==> src/verilog/fpc_pkg.sv <==
// Purpose: Shared constants and types for the fan PWM and conversion timing block.
// Assumes: 125 MHz system clock; 8-bit register address and data.
// Notes: Time figures are kept in their own units; cycle counts derive from them.
`default_nettype none

package fpc_pkg;

    // Register offsets
    localparam logic [7:0] ADDR_CONV_RATE = 8'h04;
    localparam logic [7:0] ADDR_CONV_RATE_WR = 8'h0A;
    localparam logic [7:0] ADDR_ONE_SHOT = 8'h0F;
    localparam logic [7:0] ADDR_ENH_CFG = 8'h45;
    localparam logic [7:0] ADDR_PWM_CFG = 8'h4A;
    localparam logic [7:0] ADDR_PWM_DUTY = 8'h4C;
    localparam logic [7:0] ADDR_PWM_FREQ = 8'h4D;
    localparam logic [7:0] ADDR_RUN_CTRL = 8'h50;
    localparam logic [7:0] ADDR_STATUS = 8'h51;
    localparam logic [7:0] ADDR_MAKER_ID = 8'hFE;
    localparam logic [7:0] ADDR_DIE_REV = 8'hFF;

    // Field positions
    localparam int HRES_BIT = 4;
    localparam int PWM_CLK_BIT = 3;
    localparam int STANDBY_BIT = 0;
    localparam int STAT_BUSY_BIT = 0;
    localparam int STAT_PWM_BIT = 1;

    // Reset values
    localparam logic [3:0] CONV_RATE_RST = 4'h8;
    localparam logic [4:0] PWM_FREQ_RST = 5'h08;
    localparam logic [7:0] PWM_DUTY_RST = 8'h00;

    // Conversion rate codes and periods in microseconds
    localparam logic [3:0] CONV_CODE_MAX = 4'h9;
    localparam int unsigned RATE_PERIOD_US [0:9] = '{
        20000000, 10000000, 4901961, 2463054, 1230012,
        615385, 307692, 153846, 76923, 38462
    };
    localparam int unsigned CONV_TIME_US = 1000;

    // Clocking
    localparam int unsigned CLK_HZ = 125000000;
    localparam int unsigned CLK_PER_US = CLK_HZ / 1000000;
    localparam int unsigned PWM_FAST_HZ = 360000;
    localparam int unsigned FAST_PER_HR = 16;
    localparam int unsigned SLOW_PER_FAST = 256;
    localparam int unsigned HR_STEP_HZ = PWM_FAST_HZ * FAST_PER_HR;
    localparam int unsigned HR_DIV = CLK_HZ / HR_STEP_HZ;

    // PWM encoding
    localparam logic [4:0] HR_FREQ_CODE = 5'h08;
    localparam logic [7:0] HR_PERIOD_TOP = 8'hFE;
    localparam int TIME_W = 26;

    typedef enum logic [1:0] {
        FSM_IDLE = 2'b01,
        FSM_CONV = 2'b10
    } fpc_fsm_t;

    typedef struct packed {
        logic [7:0] addr;
        logic [7:0] wdata;
        logic wr;
        logic rd;
    } fpc_bus_t;

    typedef struct packed {
        logic hr;
        logic fast;
        logic slow;
    } fpc_ticks_t;

    typedef struct packed {
        logic [15:0] hrCnt;
        logic [3:0] fastCnt;
        logic [7:0] slowCnt;
        fpc_ticks_t ticks;
    } fpc_tick_state_t;

    typedef struct packed {
        logic [3:0] convCode;
        logic [4:0] pwmFreq;
        logic [7:0] pwmDuty;
        logic hrSel;
        logic clkSel;
        logic standby;
        logic pending;
        fpc_fsm_t fsm;
        logic [15:0] usCnt;
        logic [TIME_W-1:0] periodCnt;
        logic [TIME_W-1:0] convCnt;
        logic [7:0] stepCnt;
        logic pwmOut;
        logic convStart;
        logic [7:0] rdData;
    } fpc_state_t;

endpackage : fpc_pkg

`default_nettype wire

==> src/verilog/fpc_tick_gen.sv <==
// Purpose: Step ticks for the PWM: high-resolution, fast and slow internal clocks.
// Assumes: Ticks are one-cycle pulses of the system clock.
// Notes: Fast tick is one in sixteen high-resolution ticks; slow is fast over 256.
`default_nettype none

module fpc_tick_gen
    import fpc_pkg::*;
#(
    parameter int unsigned DIV = HR_DIV
) (
    // Clock and reset
    input wire logic clk,
    input wire logic reset,
    // Ticks
    output fpc_ticks_t ticks
);

    fpc_tick_state_t s_q;
    fpc_tick_state_t s_d;

    always_comb begin
        s_d = s_q;
        s_d.ticks = '0;
        if (s_q.hrCnt == 16'(DIV - 1)) begin
            s_d.hrCnt = '0;
            s_d.ticks.hr = 1'b1;
            s_d.fastCnt = s_q.fastCnt + 4'h1;
            if (s_q.fastCnt == 4'(FAST_PER_HR - 1)) begin
                s_d.ticks.fast = 1'b1;
                s_d.slowCnt = s_q.slowCnt + 8'h01;
                s_d.ticks.slow = (s_q.slowCnt == 8'(SLOW_PER_FAST - 1));
            end
        end else begin
            s_d.hrCnt = s_q.hrCnt + 16'h0001;
        end
    end

    always_ff @(posedge clk) begin
        if (reset) begin
            s_q <= '0;
        end else begin
            s_q <= s_d;
        end
    end

    assign ticks = s_q.ticks;

endmodule : fpc_tick_gen

`default_nettype wire

==> src/verilog/fpc_top.sv <==
// Purpose: Fan PWM generator with conversion scheduling and identification registers.
// Assumes: Register port strobes are one cycle; read data stand one cycle after the read.
// Notes: Conversion timing runs on a microsecond tick; counts scale down by parameters.
`default_nettype none

module fpc_top
    import fpc_pkg::*;
#(
    parameter int unsigned CYCLES_PER_US = CLK_PER_US,
    parameter int unsigned PERIOD_DIV = 1,
    parameter int unsigned CONV_US = CONV_TIME_US,
    parameter int unsigned TICK_DIV = HR_DIV,
    // Arbitrary identification values
    parameter logic [7:0] MAKER_CODE = 8'h5A,
    parameter logic [7:0] DIE_REV_CODE = 8'h23
) (
    // Clock and reset
    input wire logic clk,
    input wire logic reset,
    // Register port
    input wire fpc_bus_t bus,
    output logic [7:0] rdData,
    // Fan drive
    output logic pwmOut,
    // Conversion scheduling
    output logic convStart,
    output logic convBusy
);

    fpc_state_t s_q;
    fpc_state_t s_d;
    fpc_ticks_t ticks;

    fpc_tick_gen #(
        .DIV(TICK_DIV)
    ) u_ticks (
        .clk(clk),
        .reset(reset),
        .ticks(ticks)
    );

    // Conversion period in microseconds for a rate code
    function automatic logic [TIME_W-1:0] rate_period(input logic [3:0] code);
        logic [3:0] idx;
        logic [TIME_W-1:0] lim;
        idx = (code > CONV_CODE_MAX) ? CONV_CODE_MAX : code;
        lim = TIME_W'(RATE_PERIOD_US[idx]) / TIME_W'(PERIOD_DIV);
        if (lim == '0) begin
            lim = TIME_W'(1);
        end
        return lim;
    endfunction : rate_period

    logic usTick;
    logic periodic;
    logic hires;
    logic stepTick;
    logic [4:0] freqEff;
    logic [7:0] periodTop;
    logic pwmHigh;

    always_comb begin
        s_d = s_q;
        s_d.convStart = 1'b0;
        s_d.rdData = '0;
        usTick = 1'b0;
        periodic = 1'b0;

        // Microsecond tick
        if (s_q.usCnt == 16'(CYCLES_PER_US - 1)) begin
            s_d.usCnt = '0;
            usTick = 1'b1;
        end else begin
            s_d.usCnt = s_q.usCnt + 16'h0001;
        end

        // Periodic schedule, held off in standby
        if (s_q.standby) begin
            s_d.periodCnt = '0;
        end else if (usTick) begin
            if (s_q.periodCnt >= rate_period(s_q.convCode) - TIME_W'(1)) begin
                s_d.periodCnt = '0;
                periodic = 1'b1;
            end else begin
                s_d.periodCnt = s_q.periodCnt + TIME_W'(1);
            end
        end

        // Conversion sequencer
        case (s_q.fsm)
            FSM_IDLE: begin
                if (periodic || s_q.pending) begin
                    s_d.fsm = FSM_CONV;
                    s_d.convCnt = '0;
                    s_d.convStart = 1'b1;
                    s_d.pending = 1'b0;
                end
            end
            FSM_CONV: begin
                if (usTick) begin
                    if (s_q.convCnt == TIME_W'(CONV_US - 1)) begin
                        s_d.fsm = FSM_IDLE;
                    end else begin
                        s_d.convCnt = s_q.convCnt + TIME_W'(1);
                    end
                end
            end
            default: begin
                s_d.fsm = FSM_IDLE;
            end
        endcase

        // Register writes; a one-shot here wins over the consume above
        if (bus.wr) begin
            case (bus.addr)
                ADDR_CONV_RATE, ADDR_CONV_RATE_WR: begin
                    s_d.convCode = bus.wdata[3:0];
                end
                ADDR_ONE_SHOT: begin
                    if (s_q.standby) begin
                        s_d.pending = 1'b1;
                    end
                end
                ADDR_ENH_CFG: begin
                    s_d.hrSel = bus.wdata[HRES_BIT];
                end
                ADDR_PWM_CFG: begin
                    s_d.clkSel = bus.wdata[PWM_CLK_BIT];
                end
                ADDR_PWM_DUTY: begin
                    s_d.pwmDuty = bus.wdata;
                end
                ADDR_PWM_FREQ: begin
                    s_d.pwmFreq = bus.wdata[4:0];
                end
                ADDR_RUN_CTRL: begin
                    s_d.standby = bus.wdata[STANDBY_BIT];
                end
                default: begin
                end
            endcase
        end

        // Register reads
        if (bus.rd) begin
            case (bus.addr)
                ADDR_CONV_RATE: begin
                    s_d.rdData = {4'h0, s_q.convCode};
                end
                ADDR_ENH_CFG: begin
                    s_d.rdData[HRES_BIT] = s_q.hrSel;
                end
                ADDR_PWM_CFG: begin
                    s_d.rdData[PWM_CLK_BIT] = s_q.clkSel;
                end
                ADDR_PWM_DUTY: begin
                    s_d.rdData = s_q.pwmDuty;
                end
                ADDR_PWM_FREQ: begin
                    s_d.rdData = {3'h0, s_q.pwmFreq};
                end
                ADDR_RUN_CTRL: begin
                    s_d.rdData[STANDBY_BIT] = s_q.standby;
                end
                ADDR_STATUS: begin
                    s_d.rdData[STAT_BUSY_BIT] = s_q.fsm[1];
                    s_d.rdData[STAT_PWM_BIT] = s_q.pwmOut;
                end
                ADDR_MAKER_ID: begin
                    s_d.rdData = MAKER_CODE;
                end
                ADDR_DIE_REV: begin
                    s_d.rdData = DIE_REV_CODE;
                end
                default: begin
                    s_d.rdData = '0;
                end
            endcase
        end

        // PWM mode and step source
        hires = s_q.hrSel && !s_q.clkSel && (s_q.pwmFreq == HR_FREQ_CODE);
        freqEff = (s_q.pwmFreq == 5'h00) ? 5'h01 : s_q.pwmFreq;
        if (hires) begin
            stepTick = ticks.hr;
            periodTop = HR_PERIOD_TOP;
            pwmHigh = s_q.stepCnt < s_q.pwmDuty;
        end else begin
            stepTick = s_q.clkSel ? ticks.slow : ticks.fast;
            periodTop = {2'h0, freqEff, 1'b0} - 8'h01;
            pwmHigh = s_q.stepCnt < {2'h0, s_q.pwmDuty[5:0]};
        end

        if (s_q.stepCnt > periodTop) begin
            s_d.stepCnt = '0;
        end else if (stepTick) begin
            s_d.stepCnt = (s_q.stepCnt == periodTop) ? 8'h00 : s_q.stepCnt + 8'h01;
        end
        s_d.pwmOut = pwmHigh;
    end

    always_ff @(posedge clk) begin
        if (reset) begin
            s_q <= '0;
            s_q.convCode <= CONV_RATE_RST;
            s_q.pwmFreq <= PWM_FREQ_RST;
            s_q.pwmDuty <= PWM_DUTY_RST;
            s_q.fsm <= FSM_IDLE;
        end else begin
            s_q <= s_d;
        end
    end

    assign rdData = s_q.rdData;
    assign pwmOut = s_q.pwmOut;
    assign convStart = s_q.convStart;
    assign convBusy = s_q.fsm[1];

endmodule : fpc_top

`default_nettype wire

==> config.mk <==
export PLATFORM = sky130hd
export DESIGN_NAME = fpc_top
export DESIGN_NICKNAME = d
export VERILOG_FILES = /design/src/verilog/fpc_pkg.sv /design/src/verilog/fpc_tick_gen.sv /design/src/verilog/fpc_top.sv
export SDC_FILE = /design/constraint.sdc
export NUM_CORES = 1
export LEC_CHECK = 0
export BUFFER_PORTS_ARGS = -buffer_cell sky130_fd_sc_hd__clkbuf_2
export CELL_PAD_IN_SITES_DETAIL_PLACEMENT = 0
export CELL_PAD_IN_SITES_GLOBAL_PLACEMENT = 1
export CORE_ASPECT_RATIO = 0.7
export CORE_MARGIN = 3
export CORE_UTILIZATION = 44
export CTS_BUF_LIST = sky130_fd_sc_hd__clkbuf_8
export DETAILED_ROUTE_END_ITERATION = 10
export HOLD_SLACK_MARGIN = 0.12
export PLACE_DENSITY = 0.85
export SLEW_MARGIN = 0
export SYNTH_ARGS = -nofsm -noshare
export SYNTH_HDL_FRONTEND = slang
export SYNTH_HIERARCHICAL = 1
export SYNTH_SLANG_ARGS = --single-unit
==> constraint.sdc <==
create_clock -name clk -period 4.3 [get_ports clk]
set_input_delay 0.43 -clock clk [delete_from_list [all_inputs] [get_ports clk]]
set_output_delay 0.43 -clock clk [all_outputs]
set_load 0.05 [all_outputs]
# Yosys cells after proc, flatten, opt, wreduce, memory -nomap -nowiden
# Memories as Yosys holds them, arrays and structs flattened.
# Cells that the tools add are included.
[classes] mux=38 eq_ne=24 magnitude_cmp=6 n_reduce_logical=26 add_sub_neg=9 bitwise_logic=5
[ops] operator="2-to-1 mux 26 bit" n=9
[ops] operator="adder 26 x 1 -> 26 bit (second input constant)" n=2
[ops] operator="one-hot mux 26 bit (2 select lines)" n=1
[ops] operator="== test 8 x 7 -> 1 bit (second input constant)" n=6
[ops] operator="adder 16 x 1 -> 16 bit (second input constant)" n=2
[ops] operator="== test 26 x 10 -> 1 bit (second input constant)" n=1
[ops] operator="greater-or-equal comparator 26 bit" n=1
[ops] operator="logical NOT 26 bit" n=1
[ops] operator="subtractor 26 x 1 -> 26 bit (second input constant)" n=1
[ops] operator="== test 8 bit (second input constant)" n=3
[ops] operator="OR reduction 2 bit" n=9
[ops] operator="adder 8 x 1 -> 8 bit (second input constant)" n=2
[ops] operator="== test 16 x 5 -> 1 bit (second input constant)" n=1
[ops] operator="== test 16 x 7 -> 1 bit (second input constant)" n=1
[ops] operator="== test 8 x 4 -> 1 bit (second input constant)" n=2
[ops] operator="2-to-1 mux 8 bit" n=2
[ops] operator="AND reduction 2 bit" n=7
[ops] operator="2-to-1 mux 1 bit" n=12
[ops] operator="one-hot mux 1 bit (5 select lines)" n=2
[ops] operator="one-hot mux 3 bit (3 select lines)" n=1
[ops] operator="== test 8 x 3 -> 1 bit (second input constant)" n=1
[ops] operator="== test 8 bit" n=1
[ops] operator="greater-than comparator 8 bit" n=1
[ops] operator="less-than comparator 8 x 6 -> 1 bit" n=1
[ops] operator="other kinds (28)" n=38
[word_totals] mem_count=1 elab_cells=130 regBits=140 input_bits=20 romBits=512
[memory_table] name="(no name shown)" words=16 width=32 read_ports=1 rd_clocked_by_memory_dff=0 wr=0 line="fpc_top.sv:47" rtl="lim = TIME_W'(RATE_PERIOD_US[idx]) / TIME_W'(PERIOD_DIV);"

# Logic depth before layout (Yosys ltp)
[depth] word_depth=21 ltp_mapped=24

# Cells and area by module
# Netlist, hierarchy kept.
[modules_own_cells] mod="fpc_top" seq_area_each_um2=2182.1 n_inst=1 cells_each=823 area_each_um2=6492.5
[modules_own_cells] mod="fpc_tick_gen" seq_area_each_um2=620.6 n_inst=1 cells_each=159 area_each_um2=1407.6

# Worst setup path after synthesis
# OpenSTA, ideal clock, no wires.
[synth_timing] kind="register to register" startpoint="register, netlist name s_q[107]" endpoint="register, netlist name s_q[29]" path_stages_with_launch=25 t_required_ns=4.230 t_arrival_ns=4.168 slack_ns=0.062 synth_period_minus_slack_ns=4.238 path_buffers=3 path_cell_list="dfxtp_1 -> clkbuf_1 -> or2_2 -> a21o_1 -> inv_1 -> ha_1 -> nand2_1 -> nand2_1 -> o21a_1 -> inv_1 -> ha_1 -> nand3_1 -> nor4_1 -> a21oi_1 -> nor2_1 -> ha_1 -> a21o_1 -> nand3_1 -> a211oi_1 -> or4b_4 -> o211a_4 -> or3b_1 -> buf_2 -> buf_6 -> a21oi_1"

==> impl_metrics.csv <==
group,metric,value,unit
synth,yosysUniqueCellTypes,65,
cts,clock_path_buffers,2,
synth,ys_top_cells_by_area,"sky130_fd_sc_hd__dfxtp_1 (35%), sky130_fd_sc_hd__ha_1 (9.5%), sky130_fd_sc_hd__nor2_1 (6.0%)",
global_routing,grtUsageMet3,4.028,%
cts,tritoncts_clock_tree,"done",
timing,report.final.setup_viol,0,
global_routing,grt.overflow.total,0,
timing,hold_ws,198.6,ps
drt,drt.antenna.violating_nets,0,
synth,synth.top_cell.area_share,35.48,%
timing,slew-limit-headroom,45.21,%
global_routing,antenna_found_initial,0,
status,outcome,"finished clean",
synth,ys_seq_area_share,35.48,%
setup_path,crit_fanout,24,
synth,syn_avg_cell_area,8.045,sq um
power_and_ir_drop,cellLeakagePower,3.260,nW
global_routing,first_global_vias,6057,
drt,via_count,6743,
drt,drt_pre_antenna_iters,5,
layout,num-fill-cells,1658,
synth,yosys-top-cells-count,"sky130_fd_sc_hd__dfxtp_1 (140), sky130_fd_sc_hd__nor2_1 (126), sky130_fd_sc_hd__nand2_1 (99)",
power_and_ir_drop,switchingPower,0.6057,mW
die,number_of_core_rows,40,
synth,netlist_area,0.007900,sq mm
power_and_ir_drop,power.share.sequential,53.5,%
min_path,hold-path-cell-count,3,
cts,cts.sink_count,140,
cts,clk_pin_slew_worst_paths,80,ps
die,die-width,166.2,um
placement,routabilityCongestion,0.8327,
layout,multi_input_area,0.004790,sq mm
power_and_ir_drop,finalPower,2.442,mW
timing,finClkSkew,14.96,ps
synth,postSynthRegisterBits,140,
die,core_region_area,0.01737,sq mm
global_routing,globalRouteMet1Util,29.62,%
synth,dominant_register_cell_in_the_synthesized_netlist,"sky130_fd_sc_hd__dfxtp_1",
setup_path,reg2reg_slack,220,ps
setup_path,start_kind,"flop",
drt,dr.first_iter.drc_count,607,
drt,finalWirelength,18.33,mm
timing,worst_slew_pin_slew,810.5,ps
cts,insertion_delay,460,ps
power_and_ir_drop,worst_ir_drop_vdd,0.1611,mV
global_routing,grt_start_max_net_pins,30,
timing,timing.fmax,0.2452,GHz
timing,timing.final.crit_period,4078,ps
timing,finalHoldViolations,0,
placement,dpl.hpwl,13.18,mm
synth,synth_nets,1062,
setup_path,timing_worst_setup_path_type,"flop to flop",
layout,area.sequential,0.002803,sq mm
power_and_ir_drop,p_sw_share,24.80,%
global_routing,grt_busiest_layer,"met1",
placement,buffer_ports.inserted,30,
die,die-area,0.01962,sq mm
layout,final_layout_size_suffix_gt1_share,11.66,%
drt,drc,0,
power_and_ir_drop,internal_power_contribution,1.837,mW
timing,post-route-worst-setup-slack,222.1,ps
die,initial_core_util,45.49,%
placement,pre_cts_slack,31.80,ps
layout,fin_nets,1080,
setup_path,ff2ff_path_depth,22,
drt,post_drt_wl_per_cell,14.75,um
layout,flow.area_growth_from_synthesis,10.47,%
synth,synthesis.yosys.warnings,6,
setup_path,worst-endpoint-arrival,4470,ps
synth,synth-edff-count,0,
synth,async_reset_ff_share,0,%
power_and_ir_drop,share_clk_of_total_power,43.2,%
die,die_h,118.1,um
cts,h-tree-depth,4,
power_and_ir_drop,p_per_area,279.9,mW/mm^2
layout,antenna_cells,0,
min_path,worstHoldPathType,"input pin to flop",
drt,via_count_normalized_by_instance_count,5.425,
power_and_ir_drop,share_comb_of_total_power,3.3,%
timing,timing.final.max_slew_violations,0,
timing,final.period_utilization,94.83,%
cts,cts_root_buffer,"sky130_fd_sc_hd__clkbuf_8",
cts,tritoncts.num_buffers,17,
global_routing,globalRouteMet2Util,25.03,%
timing,rsz0062_at_grt,"yes",
synth,synth_most_common_cell,"sky130_fd_sc_hd__dfxtp_1",
setup_path,cp.required,4700,ps
synth,synthesis.instances,982,
run,timing.max_cap.violations,0,
die,top_level_pins,31,
global_routing,grtUsageTotal,18.84,%
global_routing,first_pass_grt_wire_length,30.85,mm
synth,synth.largest_area_cell,"sky130_fd_sc_hd__dfxtp_1",
setup_path,cp-end-kind,"flop",
cts,cts_hold_repair.buffers,0,
[metal layers]
layer / wire length (um) / vias to the layer above / share of wire, %
li1: - / 3470 / -
met1: 9971 / 3100 / 54
met2: 7170 / 152 / 39
met3: 945 / 21 / 5.2
met4: 245 / 0 / 1.3
met5: 0 / - / 0
[path summary, 6_finish.rpt]
check	startpoint	end
setup / recovery	s_q[106]	s_q[23]
hold / removal	bus[8]	s_q[98]
setup reg to reg	s_q[106]	s_q[23]
hold reg to reg	s_q[99]	s_q[99]
[cell families (layout without fill, tap and decap cells)]
group | after synthesis | in the layout | synth area share (%)
multiplexers | 9 | 9 | 1.172
other | 1 | 1 | 0.04747
adder cells (fa/ha/maj) | 60 | 60 | 9.503
flip-flops | 140 | 140 | 35.48
XOR/XNOR | 70 | 70 | 7.761
buffers and inverters | 93 | 122 | 5.274
AO/OA/AOI/OAI | 179 | 180 | 13.72
AND/OR/NAND/NOR | 430 | 430 | 27.05
[state kept, by name, summed over array words and instances, names as in the netlist]
| register | count |
|---|---|
| convBusy | 1 |
| convStart | 1 |
| pwmOut | 1 |
| rdData | 8 |
| s_q | 98 |
| u_ticks/s_q | 28 |
| u_ticks/ticks | 3 |
[cells in the final DEF (no fill, tap or decap), types with 9 or more instances in the layout]
| master | synthesis | routed |
|---|---|---|
| sky130_fd_sc_hd__xnor2_1 | 32 | 32 |
| sky130_fd_sc_hd__a21oi_1 | 73 | 70 |
| sky130_fd_sc_hd__clkbuf_2 | 0 | 30 |
| sky130_fd_sc_hd__nand2_1 | 99 | 99 |
| sky130_fd_sc_hd__dfxtp_1 | 140 | 140 |
| sky130_fd_sc_hd__a21oi_2 | 6 | 9 |
| sky130_fd_sc_hd__nor2_1 | 126 | 126 |
| sky130_fd_sc_hd__nor4_1 | 17 | 16 |
| sky130_fd_sc_hd__nand4_1 | 35 | 35 |
| sky130_fd_sc_hd__xor2_1 | 38 | 38 |
| sky130_fd_sc_hd__nor3_1 | 25 | 25 |
| sky130_fd_sc_hd__nand3_1 | 37 | 36 |
| sky130_fd_sc_hd__a21o_1 | 14 | 14 |
| sky130_fd_sc_hd__and3_1 | 17 | 17 |
| sky130_fd_sc_hd__or3_1 | 28 | 28 |
| sky130_fd_sc_hd__clkbuf_8 | 0 | 17 |
| sky130_fd_sc_hd__ha_1 | 60 | 57 |
| sky130_fd_sc_hd__inv_1 | 44 | 42 |
| sky130_fd_sc_hd__buf_4 | 12 | 15 |
| sky130_fd_sc_hd__o21ai_0 | 39 | 37 |
[power groups by stage]
stage	sequential (mW)	clock (mW)	combinational [mW]
5_1_grt	1.31	1.14	0.0902
6_report	1.31	1.06	0.0808
4_1_cts	1.31	1.08	0.0779
3_3_place_gp	1.34	0	0.0778
2_1_floorplan	1.33	0	0.0502
3_5_place_dp	1.34	0	0.0773
[worst max-delay path, stage by stage (launching register included)]
cell and delay, ps:
sky130_fd_sc_hd__dfxtp_1 310, sky130_fd_sc_hd__or2_2 300, sky130_fd_sc_hd__a21o_1 200, sky130_fd_sc_hd__inv_2 90, sky130_fd_sc_hd__ha_2 180, sky130_fd_sc_hd__nand2_1 70
sky130_fd_sc_hd__nand2_1 60, sky130_fd_sc_hd__o21a_1 170, sky130_fd_sc_hd__inv_2 80, sky130_fd_sc_hd__ha_4 180, sky130_fd_sc_hd__nand3_2 90, sky130_fd_sc_hd__nor4_1 60
sky130_fd_sc_hd__a21oi_1 120, sky130_fd_sc_hd__nor2_1 60, sky130_fd_sc_hd__ha_1 190, sky130_fd_sc_hd__a21o_1 170, sky130_fd_sc_hd__nand3_1 70, sky130_fd_sc_hd__a211oi_1 70
sky130_fd_sc_hd__or4b_4 590, sky130_fd_sc_hd__o211a_4 290, sky130_fd_sc_hd__or3b_4 390, sky130_fd_sc_hd__buf_12 180, sky130_fd_sc_hd__a21oi_1 120
[layout make-up]
type                            instances  share of cell area, %
Clock buffer                           17                  2.681
Clock inverter                         14                  1.649
Inverter                               44                  1.892
Multi-Input combinational cell        750                  54.88
Sequential cell                       140                  32.11
Tap cell                              231                  3.312
Timing Repair Buffer                   47                  3.470
[stage by stage]
step / std cells / TNS [ps] / instance area (sq um) / util [%]
after CTS: 1241 / 0 / 8598 / 49.51
final: 1243 / 0 / 8727 / 50.25
after global routing: 1243 / -14.53 / 8727 / 50.25
after global placement: 1210 / 0 / 8220 / 47.33
after detailed placement: 1210 / 0 / 8220 / 47.33
after floorplan: 982 / 0 / 7900 / -
[repair_timing]
| item | CTS | global route |
|---|---|---|
| resized for setup | 0 | 25 |
| setup endpoints to repair | 0 | 54 |
| buffers inserted | 0 | 1 |
(Power assumes the default switching activity.)
